[src/shared/cmx_defs.vh]
// Constants for the record-side converter clocking and output mixing block.
// Assumes inclusion by bare name from the design files; definitions only.
`ifndef CMX_DEFS_VH
`define CMX_DEFS_VH

// Register indexes; the byte address is four times the index
`define CMX_IDX_POWER 12'h004
`define CMX_IDX_CLOCKING 12'h208
`define CMX_IDX_IF1_RATE 12'h210
`define CMX_IDX_IF2_RATE 12'h211
`define CMX_IDX_SIDETONE 12'h600
`define CMX_IDX_LEFT_ROUTE 12'h606
`define CMX_IDX_RIGHT_ROUTE 12'h607
`define CMX_IDX_STATUS 12'h6FF
`define CMX_ADDR_W 14

// Power register fields
`define CMX_BIT_PDM_LEFT 3
`define CMX_BIT_PDM_RIGHT 2
`define CMX_BIT_LEFT_CONV 1
`define CMX_BIT_RIGHT_CONV 0
`define CMX_POWER_RESET 16'h0000

// Clocking register fields
`define CMX_BIT_CORE_SRC 3
`define CMX_BIT_DSP_CLK_EN 1
`define CMX_BIT_HIGH_OSR 0
`define CMX_CLOCKING_RESET 16'h0001

// Interface rate register fields: sample rate [7:4], clock ratio [3:0]
`define CMX_RATE_RESET 16'h0083

// Sidetone register fields
`define CMX_BIT_ST_TO_IF2 1
`define CMX_BIT_ST_TO_DAC 0
`define CMX_SIDETONE_RESET 16'h0000

// Routing register fields
`define CMX_BIT_CONV_ROUTE 1
`define CMX_BIT_IF2_ROUTE 0
`define CMX_ROUTE_RESET 16'h0000

// Sample rate codes
`define CMX_SR_8K 4'h0
`define CMX_SR_11K 4'h1
`define CMX_SR_12K 4'h2
`define CMX_SR_16K 4'h3
`define CMX_SR_22K 4'h4
`define CMX_SR_24K 4'h5
`define CMX_SR_32K 4'h6
`define CMX_SR_44K 4'h7
`define CMX_SR_48K 4'h8

// Clock ratio codes 128,192,256,384,512,768,1024,1536
`define CMX_CR_128 4'h0
`define CMX_CR_192 4'h1
`define CMX_CR_256 4'h2
`define CMX_CR_384 4'h3
`define CMX_CR_512 4'h4
`define CMX_CR_768 4'h5
`define CMX_CR_1024 4'h6
`define CMX_CR_1536 4'h7

// AXI responses
`define CMX_RESP_OKAY 2'h0
`define CMX_RESP_SLVERR 2'h2

`endif

[src/core/cmx_clk_gen.v]
// Converter clock generator: one-cycle enable pulses from the core clock.
// Assumes the caller supplies a validated divider and a gating enable.
`timescale 1ns/1ns
`default_nettype none

module cmx_clk_gen #(
	parameter DIV_W = 8
) (
	// Clock and reset
	input wire aclk,
	input wire aresetn,
	// Control
	input wire run,
	input wire [DIV_W-1:0] div,
	// Enable pulse
	output reg tick
);

reg [DIV_W-1:0] cnt_q;

// Counter reloads on every pulse; held at zero while gated off
always @(posedge aclk) begin
	if (!aresetn || !run) begin
		cnt_q <= {DIV_W{1'b0}};
		tick <= 1'b0;
	end else if (cnt_q >= div) begin
		cnt_q <= {DIV_W{1'b0}};
		tick <= 1'b1;
	end else begin
		cnt_q <= cnt_q + {{(DIV_W-1){1'b0}}, 1'b1};
		tick <= 1'b0;
	end
end

endmodule // cmx_clk_gen

`default_nettype wire

[src/core/cmx_mixer.v]
// Two-input saturating mixer for one output channel.
// Assumes signed two's-complement samples on the same sample strobe.
`timescale 1ns/1ns
`default_nettype none

module cmx_mixer #(
	parameter W = 24
) (
	// Inputs and gates
	input wire [W-1:0] a,
	input wire a_en,
	input wire [W-1:0] b,
	input wire b_en,
	// Mixed result
	output reg [W-1:0] y
);

reg [W:0] sum;

// Gated operands are added one bit wider, then clamped to full scale
always @* begin
	sum = (a_en ? {a[W-1], a} : {(W+1){1'b0}}) +
		(b_en ? {b[W-1], b} : {(W+1){1'b0}});
	if (sum[W] != sum[W-1])
		y = sum[W] ? {1'b1, {(W-1){1'b0}}} : {1'b0, {(W-1){1'b1}}};
	else
		y = sum[W-1:0];
end

endmodule // cmx_mixer

`default_nettype wire

[src/core/cmx_core.v]
// Record-side converter clocking and interface-one output mixing.
// Assumes an AXI4-Lite master on aclk and sample inputs on the same clock
// (each valid is a one-cycle strobe); the microphone data pin is synchronised here.
//
// Local design decision: the AXI4-Lite interface to the registers.
`timescale 1ns/1ns
`default_nettype none
`include "cmx_defs.vh"

module cmx_core #(
	parameter W = 24,
	parameter DIV_W = 8
) (
	// Clock and reset
	input wire aclk,
	input wire aresetn,
	// AXI4-Lite write address and data
	input wire [`CMX_ADDR_W-1:0] s_axi_awaddr,
	input wire s_axi_awvalid,
	output wire s_axi_awready,
	input wire [31:0] s_axi_wdata,
	input wire [3:0] s_axi_wstrb,
	input wire s_axi_wvalid,
	output wire s_axi_wready,
	// AXI4-Lite write response
	output reg [1:0] s_axi_bresp,
	output reg s_axi_bvalid,
	input wire s_axi_bready,
	// AXI4-Lite read
	input wire [`CMX_ADDR_W-1:0] s_axi_araddr,
	input wire s_axi_arvalid,
	output wire s_axi_arready,
	output reg [31:0] s_axi_rdata,
	output reg [1:0] s_axi_rresp,
	output reg s_axi_rvalid,
	input wire s_axi_rready,
	// Converter and microphone samples
	input wire [W-1:0] left_conv_data,
	input wire [W-1:0] right_conv_data,
	input wire conv_valid,
	input wire pdm_microphone_data,
	// Interface two input stream
	input wire [W-1:0] iface_two_left,
	input wire [W-1:0] iface_two_right,
	input wire iface_two_valid,
	// Converter control
	output reg left_conv_enable,
	output reg right_conv_enable,
	output wire conv_clk_en,
	output wire pdm_microphone_clk,
	output reg clock_config_valid,
	// Interface one output stream
	output reg [W-1:0] iface_one_left,
	output reg [W-1:0] iface_one_right,
	output reg iface_one_valid,
	// Sidetone stream
	output reg [W-1:0] sidetone_left,
	output reg [W-1:0] sidetone_right,
	output reg sidetone_to_dac,
	output reg sidetone_to_iface_two,
	output reg sidetone_valid
);

// Register state
reg [15:0] power_q;
reg [15:0] clocking_q;
reg [15:0] if1_rate_q;
reg [15:0] if2_rate_q;
reg [15:0] sidetone_q;
reg [15:0] left_route_q;
reg [15:0] right_route_q;

// Write channel holding registers
reg aw_held_q;
reg [`CMX_ADDR_W-1:0] aw_addr_q;
reg w_held_q;
reg [31:0] w_data_q;
reg [3:0] w_strb_q;

// Pin synchroniser for the microphone data line
reg pdm_meta_q;
reg pdm_sync_q;
reg pdm_left_q;
reg pdm_right_q;
reg [W-1:0] pdm_left_word_q;
reg [W-1:0] pdm_right_word_q;
reg pdm_phase_q;

// Clocking selection
wire [3:0] sel_rate;
wire [3:0] sel_ratio;
wire high_osr;
wire dsp_clk_en;
wire cfg_ok;
wire any_path_on;
wire [DIV_W-1:0] div_sel;
wire tick;

// Mixer inputs and results
wire [W-1:0] left_src;
wire [W-1:0] right_src;
wire [W-1:0] mix_left;
wire [W-1:0] mix_right;

// Last interface-two pair, held between its strobes
reg [W-1:0] if2_left_hold_q;
reg [W-1:0] if2_right_hold_q;
wire [W-1:0] if2_left_now;
wire [W-1:0] if2_right_now;

// Byte-enable merge of a 16-bit register
function [15:0] merge16;
	input [15:0] old;
	input [31:0] data;
	input [3:0] strb;
	begin
		merge16 = old;
		if (strb[0])
			merge16[7:0] = data[7:0];
		if (strb[1])
			merge16[15:8] = data[15:8];
	end
endfunction

// Register index from an aligned byte address
function [11:0] reg_index;
	input [`CMX_ADDR_W-1:0] addr;
	begin
		reg_index = addr[`CMX_ADDR_W-1:2];
	end
endfunction

// Supported combination lookup; unlisted combinations are rejected
function combo_ok;
	input [3:0] sr;
	input [3:0] cr;
	input osr;
	begin
		case (sr)
		`CMX_SR_8K:
			combo_ok = osr ? (cr == `CMX_CR_512 || cr == `CMX_CR_1024 ||
				cr == `CMX_CR_1536) :
				(cr >= `CMX_CR_256 && cr <= `CMX_CR_1536);
		`CMX_SR_11K, `CMX_SR_12K:
			combo_ok = osr ? (cr == `CMX_CR_512 || cr == `CMX_CR_1024) :
				(cr >= `CMX_CR_256 && cr <= `CMX_CR_1024);
		`CMX_SR_16K:
			combo_ok = (cr >= `CMX_CR_256 && cr <= `CMX_CR_768);
		`CMX_SR_22K, `CMX_SR_24K:
			combo_ok = (cr >= `CMX_CR_256 && cr <= `CMX_CR_512);
		`CMX_SR_32K:
			combo_ok = (cr == `CMX_CR_256 || cr == `CMX_CR_384);
		`CMX_SR_44K, `CMX_SR_48K:
			combo_ok = (cr == `CMX_CR_256);
		default:
			combo_ok = 1'b0;
		endcase
	end
endfunction

// Divider from ratio: higher ratio means a larger divider, so slower enable pulses
function [DIV_W-1:0] ratio_div;
	input [3:0] cr;
	input osr;
	reg [DIV_W-1:0] base;
	begin
		case (cr)
		`CMX_CR_256: base = 8'h01;
		`CMX_CR_384: base = 8'h02;
		`CMX_CR_512: base = 8'h03;
		`CMX_CR_768: base = 8'h05;
		`CMX_CR_1024: base = 8'h07;
		`CMX_CR_1536: base = 8'h0B;
		default: base = 8'h01;
		endcase
		ratio_div = osr ? base : ((base << 1) | 8'h01);
	end
endfunction

// Source select steers which interface fields set the clocking
assign sel_rate = clocking_q[`CMX_BIT_CORE_SRC] ? if2_rate_q[7:4] :
	if1_rate_q[7:4];
assign sel_ratio = clocking_q[`CMX_BIT_CORE_SRC] ? if2_rate_q[3:0] :
	if1_rate_q[3:0];
assign high_osr = clocking_q[`CMX_BIT_HIGH_OSR];
assign dsp_clk_en = clocking_q[`CMX_BIT_DSP_CLK_EN];
assign cfg_ok = combo_ok(sel_rate, sel_ratio, high_osr);
assign div_sel = ratio_div(sel_ratio, high_osr);
assign any_path_on = power_q[`CMX_BIT_LEFT_CONV] |
	power_q[`CMX_BIT_RIGHT_CONV] | power_q[`CMX_BIT_PDM_LEFT] |
	power_q[`CMX_BIT_PDM_RIGHT];

// Converter clock only runs with the DSP clock on and a listed setting
cmx_clk_gen #(
	.DIV_W(DIV_W)
) u_clk (
	.aclk(aclk),
	.aresetn(aresetn),
	.run(dsp_clk_en & cfg_ok & any_path_on),
	.div(div_sel),
	.tick(tick)
);

assign conv_clk_en = tick;
assign pdm_microphone_clk = pdm_phase_q;

// Bus handshakes: each write channel is held until both have arrived
assign s_axi_awready = !aw_held_q && !s_axi_bvalid;
assign s_axi_wready = !w_held_q && !s_axi_bvalid;
assign s_axi_arready = !s_axi_rvalid;

// Write path and register file
always @(posedge aclk) begin
	if (!aresetn) begin
		aw_held_q <= 1'b0;
		w_held_q <= 1'b0;
		aw_addr_q <= {`CMX_ADDR_W{1'b0}};
		w_data_q <= 32'h00000000;
		w_strb_q <= 4'h0;
		s_axi_bvalid <= 1'b0;
		s_axi_bresp <= `CMX_RESP_OKAY;
		power_q <= `CMX_POWER_RESET;
		clocking_q <= `CMX_CLOCKING_RESET;
		if1_rate_q <= `CMX_RATE_RESET;
		if2_rate_q <= `CMX_RATE_RESET;
		sidetone_q <= `CMX_SIDETONE_RESET;
		left_route_q <= `CMX_ROUTE_RESET;
		right_route_q <= `CMX_ROUTE_RESET;
	end else begin
		if (s_axi_awvalid && s_axi_awready) begin
			aw_held_q <= 1'b1;
			aw_addr_q <= s_axi_awaddr;
		end
		if (s_axi_wvalid && s_axi_wready) begin
			w_held_q <= 1'b1;
			w_data_q <= s_axi_wdata;
			w_strb_q <= s_axi_wstrb;
		end
		if (aw_held_q && w_held_q) begin
			aw_held_q <= 1'b0;
			w_held_q <= 1'b0;
			s_axi_bvalid <= 1'b1;
			s_axi_bresp <= `CMX_RESP_OKAY;
			case (reg_index(aw_addr_q))
			`CMX_IDX_POWER:
				power_q <= merge16(power_q, w_data_q, w_strb_q) & 16'h000F;
			`CMX_IDX_CLOCKING:
				clocking_q <= merge16(clocking_q, w_data_q, w_strb_q) &
					16'h000B;
			`CMX_IDX_IF1_RATE:
				if1_rate_q <= merge16(if1_rate_q, w_data_q, w_strb_q) &
					16'h00FF;
			`CMX_IDX_IF2_RATE:
				if2_rate_q <= merge16(if2_rate_q, w_data_q, w_strb_q) &
					16'h00FF;
			`CMX_IDX_SIDETONE:
				sidetone_q <= merge16(sidetone_q, w_data_q, w_strb_q) &
					16'h0003;
			`CMX_IDX_LEFT_ROUTE:
				left_route_q <= merge16(left_route_q, w_data_q, w_strb_q) &
					16'h0003;
			`CMX_IDX_RIGHT_ROUTE:
				right_route_q <= merge16(right_route_q, w_data_q,
					w_strb_q) & 16'h0003;
			`CMX_IDX_STATUS: ;
			default:
				s_axi_bresp <= `CMX_RESP_SLVERR;
			endcase
		end
		if (s_axi_bvalid && s_axi_bready)
			s_axi_bvalid <= 1'b0;
	end
end

// Read path: one cycle from address to data
always @(posedge aclk) begin
	if (!aresetn) begin
		s_axi_rvalid <= 1'b0;
		s_axi_rdata <= 32'h00000000;
		s_axi_rresp <= `CMX_RESP_OKAY;
	end else if (s_axi_arvalid && s_axi_arready) begin
		s_axi_rvalid <= 1'b1;
		s_axi_rresp <= `CMX_RESP_OKAY;
		case (reg_index(s_axi_araddr))
		`CMX_IDX_POWER: s_axi_rdata <= {16'h0000, power_q};
		`CMX_IDX_CLOCKING: s_axi_rdata <= {16'h0000, clocking_q};
		`CMX_IDX_IF1_RATE: s_axi_rdata <= {16'h0000, if1_rate_q};
		`CMX_IDX_IF2_RATE: s_axi_rdata <= {16'h0000, if2_rate_q};
		`CMX_IDX_SIDETONE: s_axi_rdata <= {16'h0000, sidetone_q};
		`CMX_IDX_LEFT_ROUTE: s_axi_rdata <= {16'h0000, left_route_q};
		`CMX_IDX_RIGHT_ROUTE: s_axi_rdata <= {16'h0000, right_route_q};
		`CMX_IDX_STATUS:
			s_axi_rdata <= {28'h0000000, right_conv_enable,
				left_conv_enable, dsp_clk_en & any_path_on, cfg_ok};
		default: begin
			s_axi_rdata <= 32'h00000000;
			s_axi_rresp <= `CMX_RESP_SLVERR;
		end
		endcase
	end else if (s_axi_rvalid && s_axi_rready) begin
		s_axi_rvalid <= 1'b0;
	end
end

// Microphone pin: two flops before use, then split by clock phase
always @(posedge aclk) begin
	if (!aresetn) begin
		pdm_meta_q <= 1'b0;
		pdm_sync_q <= 1'b0;
		pdm_phase_q <= 1'b0;
		pdm_left_q <= 1'b0;
		pdm_right_q <= 1'b0;
	end else begin
		pdm_meta_q <= pdm_microphone_data;
		pdm_sync_q <= pdm_meta_q;
		if (tick) begin
			pdm_phase_q <= ~pdm_phase_q;
			if (pdm_phase_q)
				pdm_left_q <= pdm_sync_q;
			else
				pdm_right_q <= pdm_sync_q;
		end
	end
end

// One-bit stream mapped to full-scale words; decimation is outside here
always @(posedge aclk) begin
	if (!aresetn) begin
		pdm_left_word_q <= {W{1'b0}};
		pdm_right_word_q <= {W{1'b0}};
	end else begin
		pdm_left_word_q <= pdm_left_q ? {1'b0, {(W-1){1'b1}}} :
			{1'b1, {(W-1){1'b0}}};
		pdm_right_word_q <= pdm_right_q ? {1'b0, {(W-1){1'b1}}} :
			{1'b1, {(W-1){1'b0}}};
	end
end

// Microphone takes the converter's place on the mixing input bus
assign left_src = power_q[`CMX_BIT_PDM_LEFT] ? pdm_left_word_q :
	left_conv_data;
assign right_src = power_q[`CMX_BIT_PDM_RIGHT] ? pdm_right_word_q :
	right_conv_data;

// Zero-order hold: a converter strobe without an interface-two strobe
// reuses the last pair, so the two rates may differ; no interpolation
always @(posedge aclk) begin
	if (!aresetn) begin
		if2_left_hold_q <= {W{1'b0}};
		if2_right_hold_q <= {W{1'b0}};
	end else if (iface_two_valid) begin
		if2_left_hold_q <= iface_two_left;
		if2_right_hold_q <= iface_two_right;
	end
end

assign if2_left_now = iface_two_valid ? iface_two_left :
	if2_left_hold_q;
assign if2_right_now = iface_two_valid ? iface_two_right :
	if2_right_hold_q;

cmx_mixer #(
	.W(W)
) u_mix_left (
	.a(left_src),
	.a_en(left_route_q[`CMX_BIT_CONV_ROUTE]),
	.b(if2_left_now),
	.b_en(left_route_q[`CMX_BIT_IF2_ROUTE]),
	.y(mix_left)
);

cmx_mixer #(
	.W(W)
) u_mix_right (
	.a(right_src),
	.a_en(right_route_q[`CMX_BIT_CONV_ROUTE]),
	.b(if2_right_now),
	.b_en(right_route_q[`CMX_BIT_IF2_ROUTE]),
	.y(mix_right)
);

// Enables, outputs and sidetone registered; converter enables shut when the DSP clock is off
always @(posedge aclk) begin
	if (!aresetn) begin
		left_conv_enable <= 1'b0;
		right_conv_enable <= 1'b0;
		clock_config_valid <= 1'b0;
		iface_one_left <= {W{1'b0}};
		iface_one_right <= {W{1'b0}};
		iface_one_valid <= 1'b0;
		sidetone_left <= {W{1'b0}};
		sidetone_right <= {W{1'b0}};
		sidetone_to_dac <= 1'b0;
		sidetone_to_iface_two <= 1'b0;
		sidetone_valid <= 1'b0;
	end else begin
		left_conv_enable <= power_q[`CMX_BIT_LEFT_CONV] & dsp_clk_en;
		right_conv_enable <= power_q[`CMX_BIT_RIGHT_CONV] &
			dsp_clk_en;
		clock_config_valid <= cfg_ok;
		// One stereo pair per interface, mixed on either sample strobe
		iface_one_valid <= conv_valid | iface_two_valid;
		if (conv_valid | iface_two_valid) begin
			iface_one_left <= mix_left;
			iface_one_right <= mix_right;
		end
		// Sidetone: converter if enabled, else microphone
		sidetone_valid <= conv_valid;
		sidetone_to_dac <= sidetone_q[`CMX_BIT_ST_TO_DAC];
		sidetone_to_iface_two <= sidetone_q[`CMX_BIT_ST_TO_IF2];
		if (conv_valid) begin
			sidetone_left <= power_q[`CMX_BIT_LEFT_CONV] ?
				left_conv_data : pdm_left_word_q;
			sidetone_right <= power_q[`CMX_BIT_RIGHT_CONV] ?
				right_conv_data : pdm_right_word_q;
		end
	end
end

endmodule // cmx_core

`default_nettype wire

[config.mk]
export PLATFORM = sky130hd
export DESIGN_NAME = cmx_core
export DESIGN_NICKNAME = d
export VERILOG_FILES = /design/src/core/cmx_clk_gen.v /design/src/core/cmx_mixer.v /design/src/core/cmx_core.v
export VERILOG_INCLUDE_DIRS = /design/src /design/src/shared
export SDC_FILE = /design/constraint.sdc
export NUM_CORES = 1
export LEC_CHECK = 0
export ABC_AREA = 1
export BUFFER_PORTS_ARGS = -buffer_cell sky130_fd_sc_hd__buf_2
export CAP_MARGIN = 5
export CORE_ASPECT_RATIO = 1.5
export CORE_MARGIN = 3
export CORE_UTILIZATION = 55
export DETAILED_ROUTE_END_ITERATION = 8
export HOLD_SLACK_MARGIN = 0.02
export PLACE_DENSITY_LB_ADDON = 0.12
export SLEW_MARGIN = 15
export SYNTH_ARGS = -nofsm -noshare
export SYNTH_HDL_FRONTEND = slang
export SYNTH_SLANG_ARGS = --single-unit
export TNS_END_PERCENT = 100
[constraint.sdc]
create_clock -name aclk -period 3.1 [get_ports aclk]
set_input_delay 0 -clock aclk [delete_from_list [all_inputs] [get_ports aclk]]
set_output_delay 0 -clock aclk [all_outputs]
set_load 0.01 [all_outputs]
# --- Yosys cells after proc, flatten, opt, wreduce, memory -nomap -nowiden ---
# Cells that the tools add are included.
word_totals:
  input_bits: 170
  word_cells: 161
  latchBits: 0
  mem_bits_ro: 0
  ramBits: 0
  memories: 0
  register_bits: 305
op_classes:
  multipliers: 0
  mux: 29
  n_bitwise: 11
  n_eq_ne: 32
  n_div: 0
  shift: 0
  n_reduce_logical: 41
  magnitude_cmp: 6
  n_addsub: 3
ops:
  columns: ["operator", "n"]
  rows:
  - ["$mux W24", 12]
  - ["$mux W25", 4]
  - ["$eq A12 B11 Y1 const B", 8]
  - ["$eq A12 B10 Y1 const B", 6]
  - ["$pmux W8 S8", 1]
  - ["$add A25 B25 Y25", 2]
  - ["$eq A4 B3 Y1 const B", 8]
  - ["$eq A12 B3 Y1 const B", 2]
  - ["$reduce_and A3 Y1", 7]
  - ["$pmux W4 S5", 1]
  - ["$eq A4 B2 Y1 const B", 4]
  - ["$le A4 B3 Y1 const B", 4]
  - ["$reduce_or A8 Y1", 2]
  - ["$logic_and A1 B1 Y1", 12]
  - ["$reduce_or A2 Y1", 6]
  - ["$add A8 B1 Y8 const B", 1]
  - ["$ge A8 B8 Y1", 1]
  - ["$mux W4", 2]
  - ["$mux W8", 1]
  - ["$logic_not A1 Y1", 6]
  - ["$pmux W1 S6", 1]
  - ["$and A1 B1 Y1", 5]
  - ["$mux W1", 5]
  - ["$eq A4 B1 Y1 const B", 1]
  - ["10 further kinds", 20]

# --- Depth between registers and ports, before layout ---
logic_depth:
  depth_word: 11
  ltp_mapped: 21
  depth_no_buf: 19

# --- Cells and area by module ---
# A second synthesis with hierarchy kept.
unflattened:
  cells_unflattened: 2417
  area_unflattened_um2: 14999.4
by_module_without_submodules:
  columns: ["mod", "area_per_inst_um2", "instances", "cells_each"]
  rows:
  - ["cmx_core", 9888.2, 1, 1431]
  - ["cmx_mixer", 2260.9, 2, 453]
  - ["cmx_clk_gen", 589.3, 1, 80]

# --- Least setup slack after synthesis ---
# No wires, ideal clock.
synth_path:
  path_type: "register -> register"
  startpoint: "reg power_q[2]"
  endpoint: "reg iface_one_right[10]"
  setup_slack_ns: 0.389
  path_buffers: 2
  path_stages_with_launch: 22
  arrival_time_ns: 2.645
  setup_ns: 0.066
  required_ns: 3.034
  cell_sequence: "dfxtp_1 clkinv_1 clkbuf_1 nand2_1 a21oi_1 ha_1 inv_1 fa_1 inv_1 nand2_1 nand2_1 nand3_1 nand2_1 nand2_1 nand3_2 nand2_1 nand2_1 nand2_1 nand2_2 inv_2 buf_6 a21oi_2"
synth_via:
  elab_chain_cells: 5
  elab_cells_between_ends: 6
synth_lines:
  columns: ["item", "line", "text"]
  rows:
  - ["start, declared", "cmx_core.v:65", "reg [15:0] power_q;"]
  - ["start signal, assigned", "cmx_core.v:222", "power_q <= `CMX_POWER_RESET;"]
  - ["start signal, assigned", "cmx_core.v:246", "power_q <= merge16(power_q, w_data_q, w_strb_q) & 16'h000F;"]
  - ["$mux W24 (*)", "cmx_core.v:342", "assign right_src = power_q[`CMX_BIT_PDM_RIGHT] ? pdm_right_word_q :"]
  - ["$mux W25 (*)", "cmx_mixer.v:22", "sum = (a_en ? {a[W-1], a} : {(W+1){1'b0}}) +"]
  - ["$add A25 B25 Y25 (*)", "cmx_mixer.v:22", null]
  - ["$mux W24 / $ne A1 B1 Y1 (equally long branches)", "cmx_mixer.v:25, cmx_mixer.v:24", null]
  - ["$mux W24 (*)", "cmx_mixer.v:24", "if (sum[W] != sum[W-1])"]
  - ["end signal, assigned", "cmx_core.v:389", "iface_one_right <= {W{1'b0}};"]
  - ["end signal, assigned", "cmx_core.v:405", "iface_one_right <= mix_right;"]
  - ["end, declared", "cmx_core.v:54", "output reg [W-1:0] iface_one_right,"]
# Every way passes the cells marked *; elsewhere a longest branch is shown, timed or not.
# A chain may end at the register's enable or synchronous reset.

# --- Worst setup path in the final report ---
layout_path:
  startpoint: "reg left_route_q[1]"
  endpoint: "reg iface_one_left[2]"
layout_via:
  elab_chain_cells: 4
  elab_cells_between_ends: 5
layout_lines:
  columns: ["item", "line", "text"]
  rows:
  - ["start, declared", "cmx_core.v:70", "reg [15:0] left_route_q;"]
  - ["start signal, assigned", "cmx_core.v:227", "left_route_q <= `CMX_ROUTE_RESET;"]
  - ["start signal, assigned", "cmx_core.v:260", "left_route_q <= merge16(left_route_q, w_data_q, w_strb_q) &"]
  - ["$mux W25 (*)", "cmx_mixer.v:22", null]
  - ["$add A25 B25 Y25 (*)", "cmx_mixer.v:22", null]
  - ["$mux W24 / $ne A1 B1 Y1 (equally long branches)", "cmx_mixer.v:25, cmx_mixer.v:24", null]
  - ["$mux W24 (*)", "cmx_mixer.v:24", null]
  - ["end signal, assigned", "cmx_core.v:388", "iface_one_left <= {W{1'b0}};"]
  - ["end signal, assigned", "cmx_core.v:404", "iface_one_left <= mix_left;"]
  - ["end, declared", "cmx_core.v:53", "output reg [W-1:0] iface_one_left,"]
# Marked as above.

==> out/metrics.csv <==
metric,value,unit
ioPinCount,316,
grt_max_degree,111,
crit_path_end_kind,register,
timing.rr.start,left_route_q[1],
synthCells,1994,
worst-r2r-setup-slack,210,ps
crit_arrival,3350,ps
hold_class,primary input to register,
die-height,199,microns
grt_pass1_vias,14100,
ir_worst_vdd,0.480,mV
clk_path_buf_depth,3,
cts.sinks,233,
max_freq,345,MHz
drt-vias-per-instance,5.39,
wl,45300,microns
root_buffer,clkbuf_16,
synth_edf_count,0,
initial_core_util,0.558,
rr_endpoint,iface_one_left[2],
fin_worst_hold_slack,30.7,ps
synth.area.top_cells,"dfxtp_1, nand2_1, a21oi_1",
portBuffers,258,
seq_area_frac_synth,0.342,
p_per_area,408,mW/mm^2
hold_depth,3,
finClkSkew,17.9,ps
avgSynthCellArea,6.84,sq um
leakagePower,8.98,nW
startpoint_type,register,
chipWidth,135,microns
final_common_cell,nand2_1,
post-synth-top-area-cell,dfxtp_1,
grt_use_total,0.325,
grt_pass1_wl,70700,microns
numPlacedInstances,2528,
async_flop_share,0,
num_rows,70,
netlist.area_leader.share,0.342,
ys_seq_elements,233,
path_max_fanout,21,
finalSetupViolations,0,
yosysWarnings,0,
status,finished clean,
synth_ff_type,dfxtp_1,
die_area,0.0268,sq mm
tritoncts,yes,
r2r_cells,16,
cp_data_required_time,3560,ps
place_congestion,0.932,
clk_pin_slew,70,ps
worstSkewPairLatency,540,ps
drt_iter0_markers,913,
fin_nets,2603,
antenna_found_initial,3,
post-dp-hpwl,32700,microns
grt_overflow_total,0,
ant_nets,0,
h-tree-depth,1,
layout_common_cells,"nand2_1, buf_2, dfxtp_1",
slew_viol_final,0,
fin_setup_tns,0,ps
drive_gt1_frac,0.164,
rsz0062_at_grt,false,
core_area,0.0244,sq mm
syn_area,0.0136,sq mm
cap_violations,0,
fin_util,0.720,
slew_headroom,0.273,
critical_path_class,register to register,
hold_path.startpoint,s_axi_wvalid,
fin_crit_sh,0.934,
drt_first_pass_iters,5,
wl_per_cell,16.6,microns
tightestPinTransition,1090,ps
period_needed,2890,ps
hold_violations,0,
finalNonFillerCells,2723,
ys_types,52,
cts_buffers,24,
drc,0,
area_growth_syn_to_layout,28.9,%
vias,14700,
hold_end,w_data_q[7],
registers in the layout, summed over array words and instances (netlist names), 4 cells and up:
signal,flops
if2_rate_q,8
iface_one_left,24
if1_rate_q,8
iface_one_right,24
if2_right_hold_q,24
sidetone_left,24
aw_addr_q,12
u_clk.cnt_q,8
power_q,4
s_axi_rdata,8
w_data_q,8
if2_left_hold_q,24
sidetone_right,24
what timing repair did:
| item | CTS | global route |
|---|---|---|
| buffers inserted | 0 | 1 |
| setup endpoints to repair | 0 | 49 |
| hold buffers | 146 | 0 |
| resized for setup | 0 | 7 |
| hold endpoints to repair | 162 | 0 |
per-layer routing:
layer	wire length (microns)	share of wire	global-route usage	vias up
met5	0	0	0	-
met4	2520	0.056	0.168	0
met3	2620	0.058	0.0466	147
met2	23200	0.51	0.601	575
met1	17000	0.38	0.359	6687
li1	-	-	-	7266
final cells by class:
cell class,instances,area (sq um)
fillers,2016,6840
clock inverters,8,134
clock buffers,36,746
well taps,324,405
repair buffers,444,3140
inverters,222,837
multi-input cells,1452,7660
flip-flops and latches,233,4670
diodes,4,10.0
where the power goes:
| part | total (mW) | switching [mW] | internal (mW) |
|---|---|---|---|
| Combinational | 0.832 | 0.464 | 0.368 |
| Clock | 3.16 | 1.24 | 1.92 |
| Sequential | 3.20 | 0.0686 | 3.13 |
| Total | 7.18 | 1.77 | 5.41 |
through the flow:
stage	power [mW]	worst slack (ps)	area (sq um)
finish	7.18	205	17600
global route	7.43	16.0	17600
CTS	7.21	226	17600
detailed placement	3.92	246	15200
global placement	3.91	275	15200
floorplan	3.66	389	13700
cell families (layout without fill, tap and decap cells):
family | count (synthesis) | in the layout | synth area share
fa+ha+maj | 56 | 56 | 0.0524
xor+xnor | 39 | 39 | 0.0250
other cells | 1 | 32 | 0.000275
compound gates | 398 | 398 | 0.169
buf+inv | 336 | 710 | 0.106
mux | 48 | 48 | 0.0352
flops | 233 | 233 | 0.342
simple gates | 883 | 883 | 0.271
Yosys cell counts, drive strengths merged (3+ instances only):
| library cell | count |
|---|---|
| a31oi | 7 |
| a21oi | 186 |
| o21ai | 114 |
| xnor2 | 14 |
| nand4 | 31 |
| nand3 | 112 |
| nor4 | 5 |
| clkinv | 3 |
| dfxtp | 233 |
| xor2 | 25 |
| inv | 219 |
| buf | 52 |
| clkbuf | 62 |
| nor3 | 23 |
| ha | 54 |
| a211oi | 3 |
| or2 | 6 |
| mux2i | 48 |
| o22ai | 7 |
| o21bai | 17 |
| nand2 | 470 |
| o211ai | 58 |
| and2 | 4 |
| nor2 | 227 |
worst max-delay path, stage by stage, from the launching register on:
cell	delay, ps
dfxtp_2	380
clkinvlp_4	170
buf_4	210
a21oi_1	230
ha_1	340
a21oi_1	270
nand2_1	120
nand2_1	100
nand2_1	60
nand2_1	110
nand3_2	80
nand2_1	70
nand2_1	80
nand2_2	100
buf_12	160
nand3_1	130
a21oi_1	190
worst max path at each step:
stage                     from             endpoint  slack (ps)  cells after the start
3_3_place_gp   iface_two_valid    iface_one_left[2]         280                     17
6_report       left_route_q[1]    iface_one_left[2]         210                     16
2_1_floorplan       power_q[2]  iface_one_right[10]         390                     21
4_1_cts             power_q[2]   iface_one_right[2]         230                     19
5_1_grt        left_route_q[0]   iface_one_left[21]          20                     20
3_5_place_dp        power_q[2]   iface_one_right[2]         250                     19
No activity file was read; power rests on OpenSTA's default activity.
